<file path="config.mk">
export PLATFORM = sky130hd
export DESIGN_NAME = station_interface_unit_flat
export DESIGN_NICKNAME = d
export VERILOG_FILES = /design/src/rtl/chan_cond_pkg.sv /design/src/rtl/chan_link_if.sv /design/src/rtl/station_interface_unit.sv /design/src/flat_wrapper.sv
export VERILOG_INCLUDE_DIRS = /design/src /design/src/rtl
export SDC_FILE = /design/constraint.sdc
export NUM_CORES = 2
export LEC_CHECK = 0
export ABC_AREA = 1
export ABC_CLOCK_PERIOD_IN_PS = 2100
export BUFFER_PORTS_ARGS = -buffer_cell sky130_fd_sc_hd__clkbuf_2
export CORE_AREA = 2 2 411 413
export DETAILED_ROUTE_END_ITERATION = 16
export DIE_AREA = 0 0 413 415
export PLACE_DENSITY_LB_ADDON = 0.08
export SKIP_LAST_GASP = 1
export SYNTH_ARGS = -nofsm -noshare
export SYNTH_HDL_FRONTEND = slang
export SYNTH_SLANG_ARGS = --single-unit
</file>
<file path="constraint.sdc">
create_clock -name hclk -period 2.1 [get_ports hclk]
set_input_delay 0.315 -clock hclk [delete_from_list [all_inputs] [get_ports hclk]]
set_output_delay 0.315 -clock hclk [all_outputs]
set_load 0.1 [all_outputs]
</file>
<file path="src/rtl/chan_cond_map.svh">
// constants for the eight-channel voltage input conditioning pair
// assumes the 125 MHz module clock; included by both ends
`ifndef CHAN_COND_MAP_SVH
`define CHAN_COND_MAP_SVH

// ==========================================
// timing
`define CLK_NS 8
`define SCAN_60HZ_NS 1040000
`define SCAN_50HZ_NS 1250000
`define COMM_TIMEOUT_NS 3750000

// ==========================================
// engineering limits
`define EU_LIMIT 16'sh7fff
`define SPAN_LIMIT 16'sh2710
`define DEF_SPAN_LO 16'hd8f0
`define DEF_HIGH_SPAN_POINT 16'h2710
`define DEF_EU_LO 16'hd8f0
`define DEF_EU_HI 16'h2710
`define DEF_ALM_LO 16'hd8f0
`define DEF_ALM_HI 16'h2710

// ==========================================
// register byte offsets (bits 7:5 select the region, 4:2 the channel)
`define REG_CTRL 8'h00
`define REG_RANGE 8'h04
`define REG_STATUS 8'h08
`define REG_DATA 3'h1
`define REG_SPAN 3'h2
`define REG_EU 3'h3
`define REG_ALARM 3'h4

// ==========================================
// field positions and reset values
`define CTRL_ACTIVE_LSB 0
`define CTRL_FILTER_LSB 8
`define CTRL_LINE50_BIT 10
`define CTRL_HOLD_BIT 11
`define RANGE_UNI_LSB 0
`define RANGE_CUSTOM_LSB 8
`define STAT_ALM_LO_LSB 0
`define STAT_ALM_HI_LSB 8
`define STAT_LOST_BIT 16
`define RST_ACTIVE 8'hff

`endif

</file>
<file path="src/rtl/chan_cond_pkg.sv">
// types shared by the conditioning module and the station interface unit
// assumes chan_cond_map.svh for the numeric constants
package chan_cond_pkg;

  typedef enum logic [1:0] {FILT_NONE, FILT_8, FILT_16} filter_mode_t;

  typedef enum logic {ST_WAIT, ST_SCAN} scan_state_t;

  typedef struct packed {
    scan_state_t st;
    logic [17:0] timer;
    logic [2:0] ch;
    logic [3:0] wp;
    logic [7:0][15:0][15:0] hist;
    logic [7:0][20:0] sum8;
    logic [7:0][20:0] sum16;
    logic word_valid;
    logic [2:0] word_ch;
    logic [15:0] word_data;
    logic word_alm_lo;
    logic word_alm_hi;
    logic [7:0] alarm_lo;
    logic [7:0] alarm_hi;
    logic [7:0] fault;
  } dev_state_t;

  typedef struct packed {
    logic [7:0] active;
    filter_mode_t filter;
    logic line_50;
    logic hold;
    logic [7:0] uni;
    logic [7:0] custom;
    logic [7:0][15:0] span_lo;
    logic [7:0][15:0] high_span_point;
    logic [7:0][15:0] eu_lo;
    logic [7:0][15:0] eu_hi;
    logic [7:0][15:0] alm_lo;
    logic [7:0][15:0] alm_hi;
    logic [7:0][15:0] data;
    logic [7:0] st_lo;
    logic [7:0] st_hi;
    logic [19:0] wd;
    logic lost;
    logic ap_valid;
    logic ap_write;
    logic [7:0] ap_addr;
    logic [31:0] hrdata;
    logic hreadyout;
  } unit_state_t;

endpackage

</file>
<file path="src/rtl/chan_link_if.sv">
// link between the conditioning module and the station interface unit
// both ends share hclk; the bench joins the two modports
`timescale 1ns/1ps
interface chan_link_if;
  logic [7:0] chan_active;
  chan_cond_pkg::filter_mode_t filter_mode;
  logic line_50;
  logic [7:0] range_uni;
  logic [7:0] custom_en;
  logic [7:0][15:0] span_lo;
  logic [7:0][15:0] high_span_point;
  logic [7:0][15:0] eu_lo;
  logic [7:0][15:0] eu_hi;
  logic [7:0][15:0] alm_lo;
  logic [7:0][15:0] alm_hi;
  logic word_valid;
  logic [2:0] word_ch;
  logic [15:0] word_data;
  logic word_alm_lo;
  logic word_alm_hi;

  modport device (
    input chan_active, filter_mode, line_50, range_uni, custom_en,
    input span_lo, high_span_point, eu_lo, eu_hi, alm_lo, alm_hi,
    output word_valid, word_ch, word_data, word_alm_lo, word_alm_hi
  );
  modport unit (
    output chan_active, filter_mode, line_50, range_uni, custom_en,
    output span_lo, high_span_point, eu_lo, eu_hi, alm_lo, alm_hi,
    input word_valid, word_ch, word_data, word_alm_lo, word_alm_hi
  );
endinterface // chan_link_if

</file>
<file path="src/rtl/station_interface_unit.sv">
// station interface unit: ahb-lite register slave that configures the
// conditioning module over the link and collects its scaled words
//
// The AHB-Lite interface to the registers and the address map were chosen for this implementation.
`timescale 1ns/1ps
`include "chan_cond_map.svh"
module station_interface_unit #(
  parameter int COMM_TIMEOUT_CYC = `COMM_TIMEOUT_NS / `CLK_NS
) (
  input wire logic hclk,
  input wire logic hresetn,
  input wire logic clk_en,
  input wire logic hsel,
  input wire logic [31:0] haddr,
  input wire logic [1:0] htrans,
  input wire logic hwrite,
  input wire logic [2:0] hsize,
  input wire logic [31:0] hwdata,
  input wire logic hready,
  output logic [31:0] hrdata,
  output logic hreadyout,
  output logic hresp,
  output logic comm_lost,
  chan_link_if.unit lnk
);

  chan_cond_pkg::unit_state_t s_ff;
  chan_cond_pkg::unit_state_t nxt_s;
  logic hresp_ff;

  // clamp a signed word to +-lim
  function automatic logic [15:0] sat16(input logic signed [15:0] v, input logic signed [15:0] lim);
    if (v > lim) begin
      return lim;
    end else if (v < -lim) begin
      return 16'(-lim);
    end
    return v;
  endfunction

  // ==========================================
  // next state
  always_comb begin
    logic [2:0] wch;
    logic [2:0] rch;
    logic [15:0] wl;
    logic [15:0] wh;
    wch = s_ff.ap_addr[4:2];
    rch = haddr[4:2];
    wl = 16'h0000;
    wh = 16'h0000;
    nxt_s = s_ff;
    if (clk_en) begin
      // data phase write: first, so a following read sees it
      if (s_ff.ap_valid && s_ff.ap_write) begin
        case (s_ff.ap_addr[7:5])
          3'h0: begin
            if (s_ff.ap_addr == `REG_CTRL) begin
              nxt_s.active = hwdata[`CTRL_ACTIVE_LSB +: 8];
              nxt_s.filter = chan_cond_pkg::filter_mode_t'(hwdata[`CTRL_FILTER_LSB +: 2]);
              nxt_s.line_50 = hwdata[`CTRL_LINE50_BIT];
              nxt_s.hold = hwdata[`CTRL_HOLD_BIT];
            end else if (s_ff.ap_addr == `REG_RANGE) begin
              nxt_s.uni = hwdata[`RANGE_UNI_LSB +: 8];
              nxt_s.custom = hwdata[`RANGE_CUSTOM_LSB +: 8];
            end
          end
          `REG_SPAN: begin
            nxt_s.span_lo[wch] = sat16(hwdata[15:0], `SPAN_LIMIT);
            nxt_s.high_span_point[wch] = sat16(hwdata[31:16], `SPAN_LIMIT);
          end
          `REG_EU: begin
            nxt_s.eu_lo[wch] = sat16(hwdata[15:0], `EU_LIMIT);
            nxt_s.eu_hi[wch] = sat16(hwdata[31:16], `EU_LIMIT);
          end
          `REG_ALARM: begin
            wl = sat16(hwdata[15:0], `EU_LIMIT);
            wh = sat16(hwdata[31:16], `EU_LIMIT);
            // a pair with high not above low is dropped whole
            if ($signed(wh) > $signed(wl)) begin
              nxt_s.alm_lo[wch] = wl;
              nxt_s.alm_hi[wch] = wh;
            end
          end
          default: begin
          end
        endcase
      end
      // link words and loss watchdog
      if (lnk.word_valid) begin
        nxt_s.data[lnk.word_ch] = lnk.word_data;
        nxt_s.st_lo[lnk.word_ch] = lnk.word_alm_lo;
        nxt_s.st_hi[lnk.word_ch] = lnk.word_alm_hi;
        nxt_s.wd = 20'h00000;
        nxt_s.lost = 1'b0;
      end else if (s_ff.wd == 20'(COMM_TIMEOUT_CYC)) begin
        nxt_s.lost = 1'b1;
        if (!s_ff.hold) begin
          nxt_s.data = '0;
          nxt_s.st_lo = 8'h00;
          nxt_s.st_hi = 8'h00;
        end
      end else begin
        nxt_s.wd = s_ff.wd + 20'h00001;
      end
      // address phase
      nxt_s.ap_valid = hsel && hready && htrans[1];
      nxt_s.ap_write = hwrite;
      nxt_s.ap_addr = haddr[7:0];
      nxt_s.hrdata = 32'h00000000;
      if (hsel && hready && htrans[1] && !hwrite) begin
        case (haddr[7:5])
          3'h0: begin
            if (haddr[7:0] == `REG_CTRL) begin
              nxt_s.hrdata[`CTRL_ACTIVE_LSB +: 8] = nxt_s.active;
              nxt_s.hrdata[`CTRL_FILTER_LSB +: 2] = nxt_s.filter;
              nxt_s.hrdata[`CTRL_LINE50_BIT] = nxt_s.line_50;
              nxt_s.hrdata[`CTRL_HOLD_BIT] = nxt_s.hold;
            end else if (haddr[7:0] == `REG_RANGE) begin
              nxt_s.hrdata[`RANGE_UNI_LSB +: 8] = nxt_s.uni;
              nxt_s.hrdata[`RANGE_CUSTOM_LSB +: 8] = nxt_s.custom;
            end else if (haddr[7:0] == `REG_STATUS) begin
              nxt_s.hrdata[`STAT_ALM_LO_LSB +: 8] = nxt_s.st_lo;
              nxt_s.hrdata[`STAT_ALM_HI_LSB +: 8] = nxt_s.st_hi;
              nxt_s.hrdata[`STAT_LOST_BIT] = nxt_s.lost;
            end
          end
          `REG_DATA: nxt_s.hrdata = {{16{nxt_s.data[rch][15]}}, nxt_s.data[rch]};
          `REG_SPAN: nxt_s.hrdata = {nxt_s.high_span_point[rch], nxt_s.span_lo[rch]};
          `REG_EU: nxt_s.hrdata = {nxt_s.eu_hi[rch], nxt_s.eu_lo[rch]};
          `REG_ALARM: nxt_s.hrdata = {nxt_s.alm_hi[rch], nxt_s.alm_lo[rch]};
          default: nxt_s.hrdata = 32'h00000000;
        endcase
      end
    end
  end

  // ==========================================
  // state register
  always_ff @(posedge hclk or negedge hresetn) begin
    if (!hresetn) begin
      s_ff <= '0;
      s_ff.active <= `RST_ACTIVE;
      s_ff.span_lo <= {8{`DEF_SPAN_LO}};
      s_ff.high_span_point <= {8{`DEF_HIGH_SPAN_POINT}};
      s_ff.eu_lo <= {8{`DEF_EU_LO}};
      s_ff.eu_hi <= {8{`DEF_EU_HI}};
      s_ff.alm_lo <= {8{`DEF_ALM_LO}};
      s_ff.alm_hi <= {8{`DEF_ALM_HI}};
      s_ff.hreadyout <= 1'b1;
      hresp_ff <= 1'b0;
    end else begin
      s_ff <= nxt_s;
      hresp_ff <= 1'b0;
    end
  end

  assign hrdata = s_ff.hrdata;
  assign hreadyout = s_ff.hreadyout;
  assign hresp = hresp_ff;
  assign comm_lost = s_ff.lost;
  assign lnk.chan_active = s_ff.active;
  assign lnk.filter_mode = s_ff.filter;
  assign lnk.line_50 = s_ff.line_50;
  assign lnk.range_uni = s_ff.uni;
  assign lnk.custom_en = s_ff.custom;
  assign lnk.span_lo = s_ff.span_lo;
  assign lnk.high_span_point = s_ff.high_span_point;
  assign lnk.eu_lo = s_ff.eu_lo;
  assign lnk.eu_hi = s_ff.eu_hi;
  assign lnk.alm_lo = s_ff.alm_lo;
  assign lnk.alm_hi = s_ff.alm_hi;

endmodule // station_interface_unit

</file>
<file path="src/flat_wrapper.sv">
// flat-port wrapper written by rule: the top's interface ports become plain ports
module station_interface_unit_flat 
#(
  parameter int COMM_TIMEOUT_CYC = `COMM_TIMEOUT_NS / `CLK_NS
)
  (hclk, hresetn, clk_en, hsel, haddr, htrans, hwrite, hsize, hwdata, hready, hrdata, hreadyout, hresp, comm_lost, lnk_chan_active, lnk_filter_mode, lnk_line_50, lnk_range_uni, lnk_custom_en, lnk_span_lo, lnk_high_span_point, lnk_eu_lo, lnk_eu_hi, lnk_alm_lo, lnk_alm_hi, lnk_word_valid, lnk_word_ch, lnk_word_data, lnk_word_alm_lo, lnk_word_alm_hi);
  chan_link_if lnk_i ();
  input wire logic hclk;
  input wire logic hresetn;
  input wire logic clk_en;
  input wire logic hsel;
  input wire logic [31:0] haddr;
  input wire logic [1:0] htrans;
  input wire logic hwrite;
  input wire logic [2:0] hsize;
  input wire logic [31:0] hwdata;
  input wire logic hready;
  output logic [31:0] hrdata;
  output logic hreadyout;
  output logic hresp;
  output logic comm_lost;
  output wire logic [$bits(lnk_i.chan_active)-1:0] lnk_chan_active;
  output wire logic [$bits(lnk_i.filter_mode)-1:0] lnk_filter_mode;
  output wire logic [$bits(lnk_i.line_50)-1:0] lnk_line_50;
  output wire logic [$bits(lnk_i.range_uni)-1:0] lnk_range_uni;
  output wire logic [$bits(lnk_i.custom_en)-1:0] lnk_custom_en;
  output wire logic [$bits(lnk_i.span_lo)-1:0] lnk_span_lo;
  output wire logic [$bits(lnk_i.high_span_point)-1:0] lnk_high_span_point;
  output wire logic [$bits(lnk_i.eu_lo)-1:0] lnk_eu_lo;
  output wire logic [$bits(lnk_i.eu_hi)-1:0] lnk_eu_hi;
  output wire logic [$bits(lnk_i.alm_lo)-1:0] lnk_alm_lo;
  output wire logic [$bits(lnk_i.alm_hi)-1:0] lnk_alm_hi;
  input wire logic [$bits(lnk_i.word_valid)-1:0] lnk_word_valid;
  input wire logic [$bits(lnk_i.word_ch)-1:0] lnk_word_ch;
  input wire logic [$bits(lnk_i.word_data)-1:0] lnk_word_data;
  input wire logic [$bits(lnk_i.word_alm_lo)-1:0] lnk_word_alm_lo;
  input wire logic [$bits(lnk_i.word_alm_hi)-1:0] lnk_word_alm_hi;
  assign lnk_chan_active = lnk_i.chan_active;
  assign lnk_filter_mode = lnk_i.filter_mode;
  assign lnk_line_50 = lnk_i.line_50;
  assign lnk_range_uni = lnk_i.range_uni;
  assign lnk_custom_en = lnk_i.custom_en;
  assign lnk_span_lo = lnk_i.span_lo;
  assign lnk_high_span_point = lnk_i.high_span_point;
  assign lnk_eu_lo = lnk_i.eu_lo;
  assign lnk_eu_hi = lnk_i.eu_hi;
  assign lnk_alm_lo = lnk_i.alm_lo;
  assign lnk_alm_hi = lnk_i.alm_hi;
  assign lnk_i.word_valid = lnk_word_valid;
  assign lnk_i.word_ch = lnk_word_ch;
  assign lnk_i.word_data = lnk_word_data;
  assign lnk_i.word_alm_lo = lnk_word_alm_lo;
  assign lnk_i.word_alm_hi = lnk_word_alm_hi;
  station_interface_unit #(.COMM_TIMEOUT_CYC(COMM_TIMEOUT_CYC)) u_core (.hclk(hclk), .hresetn(hresetn), .clk_en(clk_en), .hsel(hsel), .haddr(haddr), .htrans(htrans), .hwrite(hwrite), .hsize(hsize), .hwdata(hwdata), .hready(hready), .hrdata(hrdata), .hreadyout(hreadyout), .hresp(hresp), .comm_lost(comm_lost), .lnk(lnk_i));
endmodule
</file>
After elaboration in Yosys (flattened, before gate mapping)
Index checks and enable logic that the tools add are counted.
{ "word_totals": {"register_bits": 1003, "output_inout_bits": 830, "word_cells": 220, "in_bits": 97, "latchBits": 0, "mem_count": 0, "ram_bits": 0, "romBits": 0} }
{ "op_classes": {"div_mod_pow": 0, "n_shift": 0, "n_eq_ne": 12, "reduce_logical": 12, "n_mux": 111, "magnitude_cmp": 14, "mul": 0, "bitwise_logic": 0, "addsub": 1} }
{ "op_table": {"columns": ["cell", "n"], "rows": [
  ["796-bit two-way mux", 2],
  ["256-bit two-way mux", 4],
  ["128-bit bitwise mux", 7],
  ["16-bit two-way mux", 44],
  ["16-bit binary-select mux with 3-bit select", 7],
  ["165-bit two-way mux", 2],
  ["144-bit two-way mux", 2],
  ["16-bit demux with 3-bit select", 2],
  ["17-bit case mux with 5 select lines", 1],
  ["15-bit case mux with 4 select lines", 1],
  ["16-bit by 15-bit greater-than comparator with 1-bit output, second input constant", 2],
  ["16-bit greater-than comparator, second input constant", 2],
  ["16-bit by 15-bit less-than comparator with 1-bit output, second input constant", 2],
  ["16-bit less-than comparator, second input constant", 2],
  ["32-bit two-way mux", 1],
  ["1-bit two-way mux", 29],
  ["28-bit two-way mux", 1],
  ["12-bit two-way mux", 2],
  ["20-bit by 1-bit adder with 20-bit output, second input constant", 1],
  ["20-bit by 19-bit equality test with 1-bit output, second input constant", 1],
  ["20-bit two-way mux", 1],
  ["17-bit two-way mux", 1],
  ["8-bit bitwise mux", 2],
  ["8-bit by 3-bit equality test with 1-bit output, second input constant", 2],
  ["15 further kinds", 29]
]} }

Logic depth before layout (Yosys ltp)
{ "logic_depth": {"word_depth": 19, "mapped_depth": 32, "ltp_nobuf": 30} }

Least setup slack after synthesis
OpenSTA, ideal clock, no wires.
{ "synth_path": {"path_kind": "input to register", "startpoint": "input hwdata[4]", "endpoint": "register u_core.s_ff (netlist bit u_core.hrdata[30])", "setup_ns": 0.117, "stages": 29, "setup_slack_ns": -0.793, "required_time_ns": 1.983, "arrival_time_ns": 2.776, "path_buffers": 4, "path_cell_list": "clkbuf_1 > nor2_1 > nand3_1 > nor3_1 > nand2_1 > nand2_1 > buf_2 > ha_1 > inv_1 > nand2_1 > nand2_1 > nand2_1 > nand2_1 > nand2_1 > nand2_1 > nand2_2 > nand3_2 > nand2_8 > nand3_2 > buf_6 > buf_2 > nand2_1 > o21ai_1 > a21oi_1 > nand2_1 > nand3_1 > nand2_1 > nand2_1 > nand2_1"} }
{ "synth_between": {"elab_chain_len": 19, "elab_cells_between_ends": 21, "cone_classes": "3 x order compare; 18 x mux"} }
{ "synth_rtl": {"columns": ["element", "line", "rtl"], "rows": [
  ["start, declared", "flat_wrapper.sv:16", "input wire logic [31:0] hwdata;"],
  ["16-bit less-than comparator", "station_interface_unit.sv:35", "end else if (v < -lim) begin"],
  ["1-bit two-way mux", "station_interface_unit.sv:35", null],
  ["1-bit two-way mux", "station_interface_unit.sv:33", "if (v > lim) begin"],
  ["1-bit two-way mux", "station_interface_unit.sv:56", "case (s_ff.ap_addr[7:5])"],
  ["1-bit two-way mux", "station_interface_unit.sv:55", "if (s_ff.ap_valid && s_ff.ap_write) begin"],
  ["1-bit two-way mux", "station_interface_unit.sv:53", "if (clk_en) begin"],
  ["16-bit two-way mux (*)", "station_interface_unit.sv:38", "return v;"],
  ["16-bit two-way mux (*)", "station_interface_unit.sv:56", null],
  ["(+3 left out)", null, null],
  ["256-bit two-way mux (*)", "station_interface_unit.sv:80", "if ($signed(wh) > $signed(wl)) begin"],
  ["256-bit two-way mux (*)", "station_interface_unit.sv:56", null],
  ["796-bit two-way mux (*)", "station_interface_unit.sv:55", null],
  ["796-bit two-way mux (*)", "station_interface_unit.sv:53", null],
  ["16-bit binary-select mux with 3-bit select (*)", "station_interface_unit.sv:131", "`REG_ALARM: nxt_s.hrdata = {nxt_s.alm_hi[rch], nxt_s.alm_lo[rch]};"],
  ["16-bit two-way mux (not written as such) (*)", "station_interface_unit.sv:131", null],
  ["15-bit case mux with 4 select lines (*)", "station_interface_unit.sv:112", "case (haddr[7:5])"],
  ["32-bit two-way mux (*)", "station_interface_unit.sv:111", "if (hsel && hready && htrans[1] && !hwrite) begin"],
  ["end signal, assigned", "station_interface_unit.sv:153", "s_ff <= nxt_s;"],
  ["end, declared", "station_interface_unit.sv:27", "chan_cond_pkg::unit_state_t s_ff;"]
]} }
Mark *: on every way between the ends. The rest lies on a longest branch, timed or not. The select of a mux whose other input is x is not followed.
A chain may end at the register's enable or synchronous reset.

Final worst setup path
{ "layout_path": {"startpoint": "register u_core.s_ff[41] (netlist bit)", "endpoint": "register u_core.s_ff (netlist bit u_core.hrdata[5])"} }
{ "layout_between": {"elab_chain_len": 7, "elab_cells_between_ends": 13, "cone_classes": "12 x mux; 1 x reduce/logical"} }
{ "layout_rtl": {"columns": ["element", "line"], "rows": [
  ["1-bit logical AND (*)", "station_interface_unit.sv:55"],
  ["796-bit two-way mux (*)", "station_interface_unit.sv:55"],
  ["796-bit two-way mux (*)", "station_interface_unit.sv:53"],
  ["16-bit binary-select mux with 3-bit select, or another cell as far along", "station_interface_unit.sv:131"],
  ["16-bit two-way mux (not written as such), or another cell as far along", "station_interface_unit.sv:131"],
  ["17-bit case mux with 5 select lines (*)", "station_interface_unit.sv:112"],
  ["32-bit two-way mux (*)", "station_interface_unit.sv:111"]
]} }
Marked as above.

==> results_dict.tcl <==
set metrics [dict create \
    placed_cells 12850 \
    grt_pass1_vias 67460 \
    fin_util_pct 53.12 \
    drc 0 \
    ctsLongestPathBuffers 3 \
    syn_nets 9646 \
    avgSynthCellArea_um2 6.952 \
    critPathKind "register to register" \
    wirelength_mm 358.1 \
    p_sw_share_pct 47.35 \
    drv_slew 0 \
    worstMarginPinSlew_ns 0.8375 \
    ir_drop_uv 1014 \
    fin_crit_ns 2.963 \
    cts.htree.levels 4 \
    grt_use_met1_pct 53.97 \
    die_area_mm2 0.1714 \
    synth-main-ff-cell "dfrtp_1" \
    regToRegSetupSlack_ns -0.86 \
    fp.dieH_um 415 \
    fp.dieW_um 413 \
    slew_headroom_pct 44.17 \
    antenna_found_initial 33 \
    grtUsageMet3_pct 9.720 \
    area_growth_pct 33.59 \
    ys_warn_count 0 \
    critPathArrivalTime_ns 3.64 \
    ys_seq_area_share_pct 38.48 \
    dp_hpwl_mm 264.0 \
    top_level_ports 927 \
    clk_latency_ns 0.80 \
    intPower_mw 44.29 \
    synth.top_cell.area_share_pct 25.79 \
    critPathCaptureType "register" \
    detail_route.first_pass.iterations 9 \
    drive_gt1_share_pct 34.56 \
    drtIter0Drc 9245 \
    synth_area_mm2 0.06626 \
    whs_path_depth 4 \
    synth_most_common_cell "nand2_1" \
    tns_ns -103.06 \
    hold_class "primary input to register" \
    status "finished, violations left" \
    vias 74010 \
    busiest_layer "met2" \
    core_mm2 0.1667 \
    use_met2_pct 58.57 \
    cts_tree "done" \
    ys_top_cells_by_area "dfrtp_1 26%, nand2_1 17%, dfstp_2 13%" \
    grt_pass1_wl_mm 499.1 \
    p_leak_nw 43.65 \
    rows 150 \
    seqPwrFrac_pct 30.6 \
    track_usage_pct 40.15 \
    hold_viol_final 0 \
    synth.distinct_cells 57 \
    finalSetupViolCount 716 \
    synth_cells 9531 \
    wl_per_cell_um 27.04 \
    rsz0062_at_grt "yes" \
    synth_top_cells_by_count "2,940 x nand2_1, 853 x buf_4, 804 x o21ai_0, 762 x nor2_1, 683 x dfrtp_1" \
    root_buffer "clkbuf_16" \
    port_buffers 896 \
    ant_nets 0 \
    r2r_cells 18 \
    async_flop_share_pct 100.0 \
    r2r-end "u_core.hrdata[5]$_DFFE_PN0P_" \
    pwr-share-clk_pct 27.4 \
    start_util_pct 39.76 \
    max_freq_mhz 337.5 \
    power.switching_mw 39.83 \
    fin_skew_ns 0.02368 \
    hp-start "hwdata[16]" \
    violations "setup timing" \
    gp_congestion 0.9797 \
    cts.sinks 1003 \
    fin_ws_ns -0.8626 \
    min_to "u_core.lnk.high_span_point[64]$_DFFE_PN0P_" \
    max_cap_viol_count 0 \
    synth_edf_count 0 \
    required_ns 2.78 \
    start_kind "register" \
    clk_pin_slew_ns 0.06 \
    cp_max_fo 10 \
    fin_cells 13250 \
    cts_inserted_buffers 132 \
    post-route-period-util_pct 141.1 \
    fin_nets 11040 \
    place_area_mm2 0.08007 \
    ys_seq_elements 1003 \
    p_per_area_mw_per_mm2 950.2 \
    hold_ws_ns 0.03623 \
    fin_area_mm2 0.08852 \
    vias_per_cell 5.587 \
    p_comb_share_pct 42.0 \
    yosys.area.top_type "dfrtp_1" \
    worstReg2RegStart "u_core.s_ff[41]$_DFFE_PN0P_" \
    grt_max_degree 162 \
    gr-total-overflow 0 \
    fillers 16260 \
]
[cell families after synthesis]
family	Yosys count	synth area share (%)
buffers and inverters	2017	16.68
AOI/OAI and AO/OA	1729	14.49
and+or+nand+nor	4751	29.84
DFF	1003	38.48
other	2	0.01133
adders and majority gates	20	0.3701
xor gates and xnor gates	8	0.1057
muxes	1	0.01699
[power groups by stage]
| stage | combinational (mW) | clock, mW | sequential [mW] |
|---|---|---|---|
| 2_1_floorplan | 26.5 | 0 | 24.4 |
| 5_1_grt | 36.8 | 24.0 | 25.8 |
| 3_3_place_gp | 33.5 | 0 | 25.8 |
| 4_1_cts | 34.4 | 23.3 | 25.5 |
| 6_report | 35.3 | 23.1 | 25.7 |
| 3_5_place_dp | 33.6 | 0 | 25.8 |
[worst max-delay path by stage]
stage	start	slack, ns	end
final	u_core.s_ff[41]$_DFFE_PN0P_	-0.86	u_core.hrdata[5]$_DFFE_PN0P_
after global routing	u_core.s_ff[44]$_DFFE_PN0P_	-0.92	u_core.hrdata[20]$_DFFE_PN0P_
after CTS	u_core.s_ff[44]$_DFFE_PN0P_	-0.90	u_core.hrdata[25]$_DFFE_PN0P_
after detailed placement	hwdata[22]	-1.93	u_core.hrdata[18]$_DFFE_PN0P_
after global placement	hwdata[22]	-1.93	u_core.hrdata[18]$_DFFE_PN0P_
after floorplan	hwdata[20]	-0.65	u_core.hrdata[30]$_DFFE_PN0P_
[what timing repair did]
item                       4_1_cts  5_1_grt
setup buffers                   66       75
setup endpoints to repair      911     1063
hold buffers                    12        0
gates resized for setup        279      410
gates cloned                    13       14
pin swaps                       73      134
hold endpoints to repair       241        0
[routing by layer]
layer	wire, µm	vias up
met4	23610	34
li1	-	33390
met3	36450	862
met5	216	-
met2	152000	4040
met1	145900	35680
[state kept, by name (all words and copies together) (netlist names)]
signal / cells
u_core.comm_lost: 1
u_core.hrdata: 32
u_core.lnk.alm_hi: 128
u_core.lnk.alm_lo: 128
u_core.lnk.chan_active: 8
u_core.lnk.custom_en: 8
u_core.lnk.eu_hi: 128
u_core.lnk.eu_lo: 128
u_core.lnk.filter_mode: 2
u_core.lnk.high_span_point: 128
u_core.lnk.line_50: 1
u_core.lnk.range_uni: 8
u_core.lnk.span_lo: 128
u_core.s_ff: 175
[cell usage in the layout (no fill, tap or decap), types with 13 or more instances in the layout]
cell type / count
inv_1: 412
o21ai_2: 51
clkbuf_1: 49
buf_8: 18
nor2_2: 30
buf_12: 217
dfstp_2: 320
clkbuf_8: 30
nor3_1: 26
clkbuf_16: 149
clkinv_1: 15
a31oi_4: 16
dfrtp_1: 680
buf_4: 1561
clkinv_2: 16
o211ai_1: 124
a31oi_1: 310
nand4_1: 226
nand3_2: 27
a21oi_2: 20
o22ai_1: 26
clkbuf_2: 872
nand3_1: 639
buf_16: 13
inv_2: 35
nand2_1: 2774
nand2_4: 44
ha_1: 16
nor2_1: 731
nand3_4: 13
o21ai_0: 710
o21bai_1: 27
o21ai_1: 192
buf_6: 71
inv_6: 16
or2_2: 53
a21oi_1: 191
nand2_2: 134
[metrics by stage]
step / setup WS [ns] / total power, mW
floorplan: -0.6536 / 50.92
global placement: -1.931 / 59.22
detailed placement: -1.928 / 59.44
CTS: -0.9013 / 83.22
global route: -0.9236 / 86.70
finish: -0.8626 / 84.12
[worst max-delay path: stages, from the launching register on]
cell,delay (ns)
dfrtp_1,0.40
nand2_4,0.12
buf_6,0.17
buf_4,0.15
nor3_4,0.29
buf_12,0.18
clkinvlp_4,0.11
buf_12,0.15
buf_12,0.14
nand2_1,0.07
o21ai_2,0.06
nor2_1,0.14
nor2_1,0.06
nand2_1,0.11
nand2_2,0.13
a21oi_4,0.32
nand2_1,0.09
nand2_1,0.07
nand2_1,0.06
[layout make-up]
type / count / area, µm² / share of cell area [%]
timing repair buffer: 2785 / 22390 / 25.29
inverter: 490 / 1954 / 2.208
clock buffer: 214 / 3975 / 4.490
clock inverter: 29 / 280.3 / 0.3166
sequential: 1003 / 25500 / 28.81
multi-input combinational: 6511 / 31640 / 35.74
antenna: 8 / 20.02 / 0.02261
tap: 2204 / 2758 / 3.115
timing repair inverter: 1 / 5.005 / 0.005654
(Power assumes the default switching activity.)
